**config.mk**
```make
export PLATFORM = sky130hd
export DESIGN_NAME = bridge_reset_device_flat
export DESIGN_NICKNAME = d
export VERILOG_FILES = /design/src/inc/bridge_reset_pkg.sv /design/src/inc/bridge_reset_if.sv /design/src/hdl/reset_release_sync.sv /design/src/hdl/bridge_reset_device.sv /design/src/flat_wrapper.sv
export VERILOG_INCLUDE_DIRS = /design/src /design/src/inc
export SDC_FILE = /design/constraint.sdc
export NUM_CORES = 1
export LEC_CHECK = 0
export BUFFER_PORTS_ARGS = -buffer_cell sky130_fd_sc_hd__buf_2
export CAP_MARGIN = 20
export CORE_MARGIN = 2
export CORE_UTILIZATION = 30
export CTS_BUF_LIST = sky130_fd_sc_hd__clkbuf_8
export DETAILED_ROUTE_END_ITERATION = 7
export HOLD_SLACK_MARGIN = 0.12
export SYNTH_ARGS = -nofsm -noshare
export SYNTH_HDL_FRONTEND = slang
export SYNTH_SLANG_ARGS = --single-unit
```
**constraint.sdc**
```tcl
create_clock -name clock -period 2.77 [get_ports clock]
set_input_delay 0.554 -clock clock [delete_from_list [all_inputs] [get_ports clock]]
set_output_delay 0.554 -clock clock [all_outputs]
set_load 0.02 [all_outputs]
```
**src/inc/bridge_reset_defines.svh**
```systemverilog
`ifndef BRIDGE_RESET_DEFINES_SVH
`define BRIDGE_RESET_DEFINES_SVH

// ==========================================
// clock and timing
`define CLK_MHZ              100
`define POR_DELAY_US         10
`define POR_DELAY_CYC        (`POR_DELAY_US * `CLK_MHZ)
`define TRAIN_LIMIT_MS       80
`define TRAIN_LIMIT_CYC      (`TRAIN_LIMIT_MS * 1000 * `CLK_MHZ)
`define PERST_PWR_MS         100
`define PERST_PWR_CYC        (`PERST_PWR_MS * 1000 * `CLK_MHZ)
`define PERST_CLK_US         100
`define PERST_CLK_CYC        (`PERST_CLK_US * `CLK_MHZ)
`define HOT_RESET_CYC        16

// ==========================================
// device configuration registers
`define SEC_BUS_CTL_OFS      8'h3E
`define SEC_BUS_CTL_RST      16'h0000
`define SEC_BUS_RST_BIT      6
`define DEV_STATUS_OFS       8'h40
`define STRAP_OFS            8'h42
`define STICKY_SCRATCH_OFS   8'h44
`define STICKY_SCRATCH_RST   16'h0000

// ==========================================
// controller registers
`define HC_CTRL_OFS          3'h0
`define HC_STATUS_OFS        3'h1
`define HC_CFG_ADDR_OFS      3'h2
`define HC_CFG_WDATA_OFS     3'h3
`define HC_CFG_RDATA_OFS     3'h4
`define HC_CTRL_UP_BIT       0
`define HC_CTRL_DOWN_BIT     1
`define HC_CTRL_HOT_BIT      2
`define HC_CTRL_CFGRD_BIT    3

`endif

```
**src/inc/bridge_reset_pkg.sv**
```systemverilog
package bridge_reset_pkg;

   typedef logic [15:0] word_t;
   typedef logic [7:0]  cfg_addr_t;

   typedef enum logic [3:0] {
      POR_SUPPLY = 4'b0001,
      POR_CLOCK  = 4'b0010,
      POR_DELAY  = 4'b0100,
      POR_DONE   = 4'b1000
   } por_state_e;

   typedef enum logic [3:0] {
      LK_IDLE   = 4'b0001,
      LK_EEPROM = 4'b0010,
      LK_TRAIN  = 4'b0100,
      LK_DOWN   = 4'b1000
   } link_state_e;

   typedef enum logic [5:0] {
      H_OFF    = 6'b000001,
      H_SUPPLY = 6'b000010,
      H_CLOCK  = 6'b000100,
      H_ON     = 6'b001000,
      H_DNCLK  = 6'b010000,
      H_DNPWR  = 6'b100000
   } host_state_e;

endpackage

```
**src/inc/bridge_reset_if.sv**
```systemverilog
interface bridge_reset_if;
   import bridge_reset_pkg::*;

   logic      perstN;
   logic      coreSupplySense;
   logic      refclkStable;
   logic      hotReset;
   cfg_addr_t cfgAddr;
   word_t     cfgWdata;
   logic      cfgWr;
   logic      cfgRd;
   word_t     cfgRdata;
   logic      linkUp;

   modport device (
      input  perstN,
      input  coreSupplySense,
      input  refclkStable,
      input  hotReset,
      input  cfgAddr,
      input  cfgWdata,
      input  cfgWr,
      input  cfgRd,
      output cfgRdata,
      output linkUp
   );

   modport host (
      output perstN,
      output coreSupplySense,
      output refclkStable,
      output hotReset,
      output cfgAddr,
      output cfgWdata,
      output cfgWr,
      output cfgRd,
      input  cfgRdata,
      input  linkUp
   );

endinterface

```
**src/hdl/reset_release_sync.sv**
```systemverilog
module reset_release_sync (
   // clock
   input  wire logic clock,
   // asynchronous reset request, active low
   input  wire logic asyncRstN,
   // synchronised release
   output logic      syncRstN
);

   logic stage1Reg;
   logic stage2Reg;

   // assert at once, release only after two clean edges
   always_ff @(posedge clock or negedge asyncRstN)
   begin
      if (!asyncRstN)
      begin
         stage1Reg <= 1'b0;
         stage2Reg <= 1'b0;
      end
      else
      begin
         stage1Reg <= 1'b1;
         stage2Reg <= stage1Reg;
      end
   end

   assign syncRstN = stage2Reg;

endmodule

```
**src/hdl/bridge_reset_device.sv**
```systemverilog
// Function
// system asserts PERST, powers up, then clocks
// PERST held 100 us after stable clock
// PERST held 100 ms after power
// power-down: PERST, stop clock, remove power
// PERST before power or clock loss
// POR held until supply, clock, 10 us
// POR resets everything, asserts PCI bus reset
// global reset low acts as async POR
// global reset release latches straps, starts link
// PERST low resets non-sticky state, bus reset
// PERST rising edge means power good
// PERST release latches straps, starts link
// hot reset moves link into DL_DOWN
// DL_DOWN resets all but sticky/EEPROM/aux; code resets only config regs and bus reset
// bus reset bit 6 at 3Eh drives bus reset
// async reset release synchronised to clock
//
// Local design decision: the plain strobed port.
`include "bridge_reset_defines.svh"

module bridge_reset_device
   import bridge_reset_pkg::*;
#(
   parameter int unsigned TRAIN_LIMIT = `TRAIN_LIMIT_CYC
) (
   // clock and reset
   input  wire logic       clock,
   input  wire logic       reset_n,
   // link to the upstream party
   bridge_reset_if.device  link,
   // board-level inputs
   input  wire logic       global_reset_in_n,
   input  wire logic [7:0] strapIn,
   input  wire logic       eepromPresent,
   input  wire logic       eepromDone,
   // reset scopes
   output logic            porActive,
   output logic            fullReset,
   output logic            nonStickyReset,
   output logic            configReset,
   output logic            pciBusReset,
   // sequencing
   output logic [7:0]      strapLatched,
   output logic            eepromStart,
   output logic            trainStart,
   output logic            dlDown
);

   localparam logic [9:0]  POR_LAST   = 10'(`POR_DELAY_CYC - 1);
   localparam logic [22:0] TRAIN_LAST = 23'(TRAIN_LIMIT - 1);

   por_state_e  porState_reg;
   por_state_e  porState_next;
   link_state_e linkState_reg;
   link_state_e linkState_next;
   logic [9:0]  porCnt_reg;
   logic [22:0] trainCnt_reg;
   logic        nsRstPrev_reg;
   logic        grstRelN;
   word_t       secBusCtl_reg;
   word_t       scratch_reg;
   word_t       rdata_reg;
   logic        linkUp_reg;

   // ==========================================
   // global reset release
   reset_release_sync grstSync (
      .clock     (clock),
      .asyncRstN (global_reset_in_n),
      .syncRstN  (grstRelN)
   );

   // ==========================================
   // power-on reset
   wire porHold = (porState_reg != POR_DONE);
   wire porDone = (porCnt_reg == POR_LAST);

   always_comb
   begin
      porState_next = porState_reg;
      unique case (porState_reg)
         POR_SUPPLY:
            if (link.coreSupplySense)
               porState_next = POR_CLOCK;
         POR_CLOCK:
            if (link.refclkStable)
               porState_next = POR_DELAY;
         POR_DELAY:
            if (!link.refclkStable)
               porState_next = POR_CLOCK;
            else if (porDone)
               porState_next = POR_DONE;
         POR_DONE:
            porState_next = POR_DONE;
      endcase
      if (!link.coreSupplySense)
         porState_next = POR_SUPPLY;
   end

   always_ff @(posedge clock)
   begin
      if (!reset_n)
      begin
         porState_reg <= POR_SUPPLY;
         porCnt_reg   <= '0;
      end
      else
      begin
         porState_reg <= porState_next;
         porCnt_reg   <= (porState_reg == POR_DELAY) ? porCnt_reg + 10'h001 : 10'h000;
      end
   end

   // ==========================================
   // reset scopes
   wire fullRst  = porHold | !grstRelN;
   wire perstLow = !link.perstN;
   wire nsRst    = fullRst | perstLow;
   wire inDown   = (linkState_reg == LK_DOWN);
   wire cfgRst   = nsRst | inDown;
   wire cfgWrOk  = link.cfgWr & !cfgRst;
   wire cfgRdOk  = link.cfgRd & !cfgRst;
   wire startEv  = nsRstPrev_reg & !nsRst;
   wire busRst   = nsRst | inDown | secBusCtl_reg[`SEC_BUS_RST_BIT];

   // assert immediately on the pin, release on the clock
   always_ff @(posedge clock or negedge global_reset_in_n)
   begin
      if (!global_reset_in_n)
      begin
         porActive      <= 1'b1;
         fullReset      <= 1'b1;
         nonStickyReset <= 1'b1;
         configReset    <= 1'b1;
         pciBusReset    <= 1'b1;
      end
      else if (!reset_n)
      begin
         porActive      <= 1'b1;
         fullReset      <= 1'b1;
         nonStickyReset <= 1'b1;
         configReset    <= 1'b1;
         pciBusReset    <= 1'b1;
      end
      else
      begin
         porActive      <= porHold;
         fullReset      <= fullRst;
         nonStickyReset <= nsRst;
         configReset    <= cfgRst;
         pciBusReset    <= busRst;
      end
   end

   // ==========================================
   // link bring-up
   wire trainDue = eepromDone | (trainCnt_reg == TRAIN_LAST);

   always_comb
   begin
      linkState_next = linkState_reg;
      unique case (linkState_reg)
         LK_IDLE:
            if (startEv)
               linkState_next = eepromPresent ? LK_EEPROM : LK_TRAIN;
         LK_EEPROM:
            if (trainDue)
               linkState_next = LK_TRAIN;
         LK_TRAIN:
            if (link.hotReset)
               linkState_next = LK_DOWN;
         LK_DOWN:
            if (!link.hotReset)
               linkState_next = LK_TRAIN;
      endcase
   end

   wire trainGo = (linkState_next == LK_TRAIN) && (linkState_reg != LK_TRAIN);

   // bring-up state survives DL_DOWN, cleared by any non-sticky reset
   always_ff @(posedge clock)
   begin
      if (!reset_n || nsRst)
      begin
         linkState_reg <= LK_IDLE;
         trainCnt_reg  <= '0;
         eepromStart   <= 1'b0;
         trainStart    <= 1'b0;
         dlDown        <= 1'b0;
         linkUp_reg    <= 1'b0;
      end
      else
      begin
         linkState_reg <= linkState_next;
         trainCnt_reg  <= (linkState_reg == LK_EEPROM) ? trainCnt_reg + 23'h000001 : 23'h000000;
         eepromStart   <= startEv & eepromPresent;
         trainStart    <= trainGo;
         dlDown        <= (linkState_next == LK_DOWN);
         linkUp_reg    <= (linkState_next == LK_TRAIN);
      end
   end

   always_ff @(posedge clock)
   begin
      if (!reset_n)
         nsRstPrev_reg <= 1'b1;
      else
         nsRstPrev_reg <= nsRst;
   end

   // straps and scratch are kept through PERST and DL_DOWN
   always_ff @(posedge clock)
   begin
      if (!reset_n || fullRst)
      begin
         strapLatched <= 8'h00;
         scratch_reg  <= `STICKY_SCRATCH_RST;
      end
      else
      begin
         if (startEv)
            strapLatched <= strapIn;
         if (cfgWrOk && link.cfgAddr == `STICKY_SCRATCH_OFS)
            scratch_reg <= link.cfgWdata;
      end
   end

   // ==========================================
   // configuration access
   word_t statusWord;
   word_t rdMux;

   assign statusWord = {10'h000, !grstRelN, perstLow, linkUp_reg, inDown,
                        (linkState_reg == LK_EEPROM), porHold};
   assign rdMux = (link.cfgAddr == `SEC_BUS_CTL_OFS)    ? secBusCtl_reg :
                  (link.cfgAddr == `DEV_STATUS_OFS)     ? statusWord    :
                  (link.cfgAddr == `STRAP_OFS)          ? {8'h00, strapLatched} :
                  (link.cfgAddr == `STICKY_SCRATCH_OFS) ? scratch_reg   :
                                                          16'h0000;

   always_ff @(posedge clock)
   begin
      if (!reset_n || cfgRst)
         secBusCtl_reg <= `SEC_BUS_CTL_RST;
      else if (cfgWrOk && link.cfgAddr == `SEC_BUS_CTL_OFS)
         secBusCtl_reg <= link.cfgWdata;
   end

   always_ff @(posedge clock)
   begin
      if (!reset_n)
         rdata_reg <= 16'h0000;
      else
         rdata_reg <= cfgRdOk ? rdMux : 16'h0000;
   end

   assign link.cfgRdata = rdata_reg;
   assign link.linkUp   = linkUp_reg;

endmodule

```
**src/flat_wrapper.sv**
```systemverilog
// flat-port wrapper written by rule: the top's interface ports become plain ports
module bridge_reset_device_flat import bridge_reset_pkg::*;
#(
   parameter int unsigned TRAIN_LIMIT = `TRAIN_LIMIT_CYC
)
  (clock, reset_n, global_reset_in_n, strapIn, eepromPresent, eepromDone, porActive, fullReset, nonStickyReset, configReset, pciBusReset, strapLatched, eepromStart, trainStart, dlDown, link_perstN, link_coreSupplySense, link_refclkStable, link_hotReset, link_cfgAddr, link_cfgWdata, link_cfgWr, link_cfgRd, link_cfgRdata, link_linkUp);
  bridge_reset_if link_i ();
  input  wire logic clock;
  input  wire logic reset_n;
  input  wire logic global_reset_in_n;
  input  wire logic [7:0] strapIn;
  input  wire logic eepromPresent;
  input  wire logic eepromDone;
  output logic porActive;
  output logic fullReset;
  output logic nonStickyReset;
  output logic configReset;
  output logic pciBusReset;
  output logic [7:0] strapLatched;
  output logic eepromStart;
  output logic trainStart;
  output logic dlDown;
  input wire logic [$bits(link_i.perstN)-1:0] link_perstN;
  input wire logic [$bits(link_i.coreSupplySense)-1:0] link_coreSupplySense;
  input wire logic [$bits(link_i.refclkStable)-1:0] link_refclkStable;
  input wire logic [$bits(link_i.hotReset)-1:0] link_hotReset;
  input wire logic [$bits(link_i.cfgAddr)-1:0] link_cfgAddr;
  input wire logic [$bits(link_i.cfgWdata)-1:0] link_cfgWdata;
  input wire logic [$bits(link_i.cfgWr)-1:0] link_cfgWr;
  input wire logic [$bits(link_i.cfgRd)-1:0] link_cfgRd;
  output wire logic [$bits(link_i.cfgRdata)-1:0] link_cfgRdata;
  output wire logic [$bits(link_i.linkUp)-1:0] link_linkUp;
  assign link_i.perstN = link_perstN;
  assign link_i.coreSupplySense = link_coreSupplySense;
  assign link_i.refclkStable = link_refclkStable;
  assign link_i.hotReset = link_hotReset;
  assign link_i.cfgAddr = link_cfgAddr;
  assign link_i.cfgWdata = link_cfgWdata;
  assign link_i.cfgWr = link_cfgWr;
  assign link_i.cfgRd = link_cfgRd;
  assign link_cfgRdata = link_i.cfgRdata;
  assign link_linkUp = link_i.linkUp;
  bridge_reset_device #(.TRAIN_LIMIT(TRAIN_LIMIT)) u_core (.clock(clock), .reset_n(reset_n), .link(link_i), .global_reset_in_n(global_reset_in_n), .strapIn(strapIn), .eepromPresent(eepromPresent), .eepromDone(eepromDone), .porActive(porActive), .fullReset(fullReset), .nonStickyReset(nonStickyReset), .configReset(configReset), .pciBusReset(pciBusReset), .strapLatched(strapLatched), .eepromStart(eepromStart), .trainStart(trainStart), .dlDown(dlDown));
endmodule
```
==> results of run 1 <==
[where the power goes]
group	switching (mW)	leakage, nW	internal [mW]	total [mW]
registers	0.00373	0.898	1.57	1.57
logic	0.0368	0.775	0.0343	0.0711
clock network	0.521	0.121	0.528	1.05
[per-layer routing]
| layer | wire (um) | vias up | global-route usage |
|---|---|---|---|
| li1 | - | 1783 | - |
| met1 | 4690 | 1643 | 0.168 |
| met2 | 4980 | 72 | 0.226 |
| met5 | 0 | - | 0 |
| met3 | 477 | 8 | 0.0424 |
| met4 | 103 | 0 | 0.0405 |
[final timing paths]
path	end	depth (start not counted)	slack, ns
min	u_core.grstSync.syncRstN	0	0.36
max reg2reg	u_core.link.linkUp	5	0.56
max	u_core.link.linkUp	5	0.56
max in group asynchronous	u_core.pciBusReset	2	2.00
min reg2reg	u_core.grstSync.syncRstN	0	0.36
min in group asynchronous	u_core.grstSync.syncRstN	2	0.52
[cells by family (layout without fill, tap and decap cells)]
group,Yosys count,count (layout),share of synthesized area
DFF,109,109,0.502
and+or+nand+nor,210,210,0.242
AOI/OAI and AO/OA,54,54,0.0779
buffers and inverters,34,119,0.0384
adders and majority gates,2,2,0.00565
xor gates and xnor gates,30,30,0.0593
other,1,1,0.000846
muxes,33,33,0.0745
[final cells by class]
cell class	instances	area, um2
clock buffer	10	138
clock inverter	6	80.1
fill	1521	9210
inverter	14	52.6
multi-input combinational	330	2040
sequential	109	2220
tap	184	230
timing repair buffer	89	508
[critical path: stages (launching register included)]
cell and delay, ns:
sky130_fd_sc_hd__dfxtp_1 0.38, sky130_fd_sc_hd__nor4b_4 0.40, sky130_fd_sc_hd__and2_1 0.55, sky130_fd_sc_hd__mux2i_1 0.24, sky130_fd_sc_hd__o21ai_0 0.19, sky130_fd_sc_hd__nor4b_1 0.35
[per-stage QoR]
stage / hold slack [ns] / setup WS (ns) / util / instances / total power [mW]
6_report: 0.360 / 0.560 / 0.364 / 742 / 2.70
5_1_grt: 0.371 / 0.325 / 0.364 / 742 / 2.81
4_1_cts: 0.368 / 0.548 / 0.364 / 742 / 2.74
3_5_place_dp: 0.347 / 0.354 / 0.348 / 725 / 1.68
3_3_place_gp: 0.336 / 0.394 / 0.348 / 725 / 1.68
2_1_floorplan: 0.258 / 0.499 / - / 473 / 1.63
[cell usage in the layout (no fill, tap or decap), types with 6 or more instances in the layout]
master | Yosys | final
sky130_fd_sc_hd__o21ai_0 | 8 | 8
sky130_fd_sc_hd__nand3_1 | 14 | 14
sky130_fd_sc_hd__nand2_1 | 36 | 36
sky130_fd_sc_hd__a22oi_1 | 16 | 16
sky130_fd_sc_hd__nand4_1 | 8 | 8
sky130_fd_sc_hd__nor2_1 | 88 | 88
sky130_fd_sc_hd__nor3_1 | 12 | 12
sky130_fd_sc_hd__inv_1 | 13 | 16
sky130_fd_sc_hd__a21oi_1 | 14 | 14
sky130_fd_sc_hd__dfxtp_1 | 102 | 102
sky130_fd_sc_hd__mux2i_1 | 33 | 33
sky130_fd_sc_hd__clkbuf_8 | 0 | 10
sky130_fd_sc_hd__and3_1 | 6 | 6
sky130_fd_sc_hd__xor2_1 | 15 | 15
sky130_fd_sc_hd__xnor2_1 | 15 | 15
sky130_fd_sc_hd__a211oi_1 | 6 | 6
sky130_fd_sc_hd__buf_4 | 1 | 11
sky130_fd_sc_hd__nor2b_1 | 9 | 9
sky130_fd_sc_hd__buf_2 | 6 | 75
==> flow_summary_export.csv, run 1 <==
group,metric,value,unit
worst_setup_path,critPathKind,"reg2reg",
synth,yosysMostFrequentCell,"sky130_fd_sc_hd__dfxtp_1",
worst_setup_path,critical_path.startpoint,"u_core.porState_reg[1]",
synth,top_reg_cell_synth,"sky130_fd_sc_hd__dfxtp_1",
clock_network,clk_latency,0.38,ns
clock_network,clk_pin_slew_worst_paths,0.10,ns
floorplanning,rows,44,
route,drc_errors,0,
synth,synth.ff_latch_count,109,
synth,postSynth.asyncResetShare,0.0642,
timing,grt_setup_unrepaired,"no",
pwr,pwr_density_cell,511,nW/um2
floorplanning,die_h,126,um
worst_setup_path,path_max_fanout,12,
timing,setup-violations-final,0,
global_route,first_global_vias,3485,
clock_network,postCtsSetupBuffers,0,
finish,areaGrowthSynthToFinish,18.9,%
timing,finalHoldViolations,0,
clock_network,postCtsHoldBufs,1,
synth,synth_top_cells_by_area,"sky130_fd_sc_hd__dfxtp_1 (46%), sky130_fd_sc_hd__mux2i_1 (7.5%), sky130_fd_sc_hd__nor2_1 (7.5%)",
timing,timing.setup.tns,0,ns
run,maxCapViolations,0,
clock_network,cts_made_buffers,9,
global_route,grt_antenna_before_repair,0,
timing,drv_slew,0,
pwr,ir_drop,0.000192,V
synth,syn-instance-count,473,
finish,drive_gt1_frac,0.204,
worst_setup_path,timing.critical_path.arrival,2.49,ns
finish,antenna_cells_inserted,0,
timing,fin_crit_sh,0.798,
floorplanning,dieWidth,126,um
min_path,worst_hold_path_type,"reg2reg",
floorplanning,fp.dieArea,15800,um2
clock_network,cts_num_sinks,109,
synth,synth_top_area_frac,0.461,
synth,ys.warnings.count,0,
floorplanning,ios,76,
placement,dpl.hpwl,7690,um
outcome,run_status,"finished, final reports clean",
placement,gp_congestion,0.827,
pwr,leakagePower,1.79,nW
finish,largest_register_ffs,23,
route,post_drt_wl_per_cell,13.8,um
placement,io_buffers,75,
floorplanning,initial_core_util,0.306,
route,route.final.wire_length,10200,um
timing,max_slew.worst_pin.slew,0.703,ns
route,initialDrtViolationCount,248,
timing,post-route-min-period,2.21,ns
timing,max-slew-margin-rel,0.527,
route,via_per_inst,4.73,
synth,syn-num-nets,518,
synth,post_synth_instance_area,4430,um2
placement,placed_area,5040,um2
finish,finish.instance_area,5270,um2
worst_setup_path,setup.worst_path.end_class,"flip-flop",
global_route,grt_usage,0.136,
timing,clock-skew-final,0.0137,ns
route,first_pass_iters,4,
clock_network,h-tree-depth,3,
global_route,globalRouteOverflowTotal,0,
synth,yosys.area.top_type,"sky130_fd_sc_hd__dfxtp_1",
finish,finish.net_count,598,
clock_network,max-clock-path-buffers,2,
synth,post_synth_most_frequent_cells,"sky130_fd_sc_hd__dfxtp_1 (102), sky130_fd_sc_hd__nor2_1 (88), sky130_fd_sc_hd__nand2_1 (36)",
worst_setup_path,worst_r2r_startpoint,"u_core.porState_reg[1]",
worst_setup_path,timing.critical_path.from_type,"flip-flop",
worst_setup_path,worst_ep_required_time,3.05,ns
timing,fmax,453,MHz
global_route,grt_start_max_net_pins,26,
synth,seq_area_frac_synth,0.502,
global_route,grt_pass1_wl,17200,um
synth,synth-edff-count,0,
synth,postSynthAreaPerCell,9.37,um2
min_path,hold_sp,"u_core.grstSync.stage1Reg",
clock_network,post_cts_resized,0,
route,detail-route-antenna-nets,0,
clock_network,cts_tree,"yes",
clock_network,root_buffer,"sky130_fd_sc_hd__clkbuf_8",
route,route.vias.total,3506,
synth,ys_types,49,
floorplanning,core-area,14500,um2
Power figures use the tool's default switching activity.
==> run 2, diff against run 1 <==
==> constraint.sdc (replaced) <==
create_clock -name clock -period 2 [get_ports clock]
set_input_delay 0.4 -clock clock [delete_from_list [all_inputs] [get_ports clock]]
set_output_delay 0.4 -clock clock [all_outputs]
set_load 0.02 [all_outputs]
==> flow_summary_export.csv, run 2 (synthesis results as in run 1) <==
group,metric,value,unit
worst_setup_path,critPathSlowestCell,"sky130_fd_sc_hd__or4_1",
finish,most_common_library_cell_in_the_layout_ignoring_fill_and_taps,"sky130_fd_sc_hd__dfxtp_1",
finish,layout.filler_cells,1447,
placement,placement.setup.worst_slack,-0.117,ns
route,detail-route-antenna-nets,0,
clock_network,cts_num_sinks,109,
floorplanning,initial_core_util,0.306,
floorplanning,dieWidth,126,um
timing,setup-violations-final,0,
pwr,leakagePower,1.94,nW
min_path,worst_hold_path_type,"in2reg",
timing,fin_crit_sh,0.936,
finish,final_core_util,0.381,
worst_setup_path,worst_ep_required_time,2.31,ns
placement,dpl.hpwl,7950,um
floorplanning,die_h,126,um
placement,io_buffers,75,
finish,areaGrowthSynthToFinish,24.5,%
global_route,grt_usage,0.138,
clock_network,max-clock-path-buffers,2,
worst_setup_path,path_max_fanout,4,
route,drc_errors,0,
finish,finish.net_count,629,
placement,placedCellCount,755,
route,route.vias.total,3648,
global_route,globalRouteOverflowTotal,0,
run,maxCapViolations,0,
floorplanning,ios,76,
finish,antenna_cells_inserted,0,
timing,postLayoutSetupSlackWorst,0.128,ns
floorplanning,rows,44,
finish,finalNonFillerCells,772,
finish,largest_register_ffs,23,
global_route,first_global_vias,3598,
clock_network,clk_latency,0.37,ns
worst_setup_path,timing.critical_path.arrival,2.18,ns
worst_setup_path,cells_traversed_along_the_worst_timing_path,"nor4b_4 > nand3_1 > or2_1 > or4_1 > nor3_2",
timing,drv_slew,0,
outcome,run_status,"finished, final reports clean",
route,route.final.wire_length,10600,um
route,first_pass_iters,5,
worst_setup_path,setup.worst_path.end_class,"flip-flop",
worst_setup_path,cpPeakStageDelay,0.55,ns
clock_network,h-tree-depth,3,
placement,gp_congestion,0.812,
pwr,pwr_density_cell,660,nW/um2
route,via_per_inst,4.73,
global_route,grt_antenna_before_repair,0,
pwr,ir_drop,0.000282,V
timing,fmax,534,MHz
floorplanning,fp.dieArea,15800,um2
timing,grt_setup_unrepaired,"no",
timing,finalHoldViolations,0,
floorplanning,core-area,14500,um2
timing,holdWs,0.258,ns
timing,post-route-min-period,1.87,ns
clock_network,cts_tree,"yes",
timing,clock-skew-final,0.00836,ns
global_route,grt_start_max_net_pins,26,
finish,layout.cells.most_common_list,"sky130_fd_sc_hd__dfxtp_1 (102), sky130_fd_sc_hd__nor2_1 (88), sky130_fd_sc_hd__buf_2 (75)",
clock_network,cts_made_buffers,9,
worst_setup_path,timing.critical_path.from_type,"flip-flop",
clock_network,clk_pin_slew_worst_paths,0.09,ns
route,initialDrtViolationCount,271,
clock_network,root_buffer,"sky130_fd_sc_hd__clkbuf_8",
global_route,grt_pass1_wl,17400,um
route,post_drt_wl_per_cell,13.7,um
finish,drive_gt1_frac,0.255,
worst_setup_path,critPathKind,"reg2reg",
## run 2: cell type report
class	instances	area, um2	area share
Sequential cell	109	2220	0.403
Inverter	14	52.6	0.00952
Clock inverter	4	48.8	0.00884
Timing Repair Buffer	120	753	0.137
Clock buffer	11	151	0.0274
Multi-Input combinational cell	330	2060	0.373
Tap cell	184	230	0.0417
## run 2: path summary, 6_finish.rpt
| check | from | endpoint | slack, ns | cells past startpoint |
|---|---|---|---|---|
| max | u_core.porState_reg[2] | u_core.trainStart | 0.13 | 5 |
| min | strapIn[0] | u_core.strapLatched[0] | 0.26 | 3 |
| max reg2reg | u_core.porState_reg[2] | u_core.trainStart | 0.13 | 5 |
| min reg2reg | u_core.grstSync.stage1Reg | u_core.grstSync.syncRstN | 0.35 | 0 |
| max in group asynchronous | global_reset_in_n | u_core.nonStickyReset | 1.38 | 2 |
| min in group asynchronous | global_reset_in_n | u_core.grstSync.syncRstN | 0.38 | 2 |
## run 2: timing repair
action                     4_1_cts  5_1_grt
hold endpoints to repair         7        0
hold buffers                     1        0
setup endpoints to repair        0        9
buffers inserted                 0        1
gates resized for setup          0        5
## run 2: worst max-delay path: cells and delay by family (launching register included)
family	cells	cell delay, ns
simple gates	5	1.46
flops	1	0.34
## run 2: per-layer routing
layer  vias to the layer above  GRT usage  part of all wire
met5                         -          0                 0
met4                         0     0.0314            0.0085
met3                         5     0.0415             0.041
met2                        65      0.240              0.51
met1                      1739      0.166              0.44
li1                       1839          -                 -
## run 2: power breakdown
part           internal [mW]  switching [mW]
combinational         0.0548          0.0537
sequential              2.18         0.00415
clock                  0.636           0.716
## run 2: stage by stage
step	power, mW	TNS (ns)	area [um2]
6_report	3.64	0	5520
5_1_grt	3.80	0	5520
4_1_cts	3.71	0	5490
3_5_place_dp	2.34	-1.42	5280
3_3_place_gp	2.34	-0.926	5280
2_1_floorplan	2.26	-1.48	4440
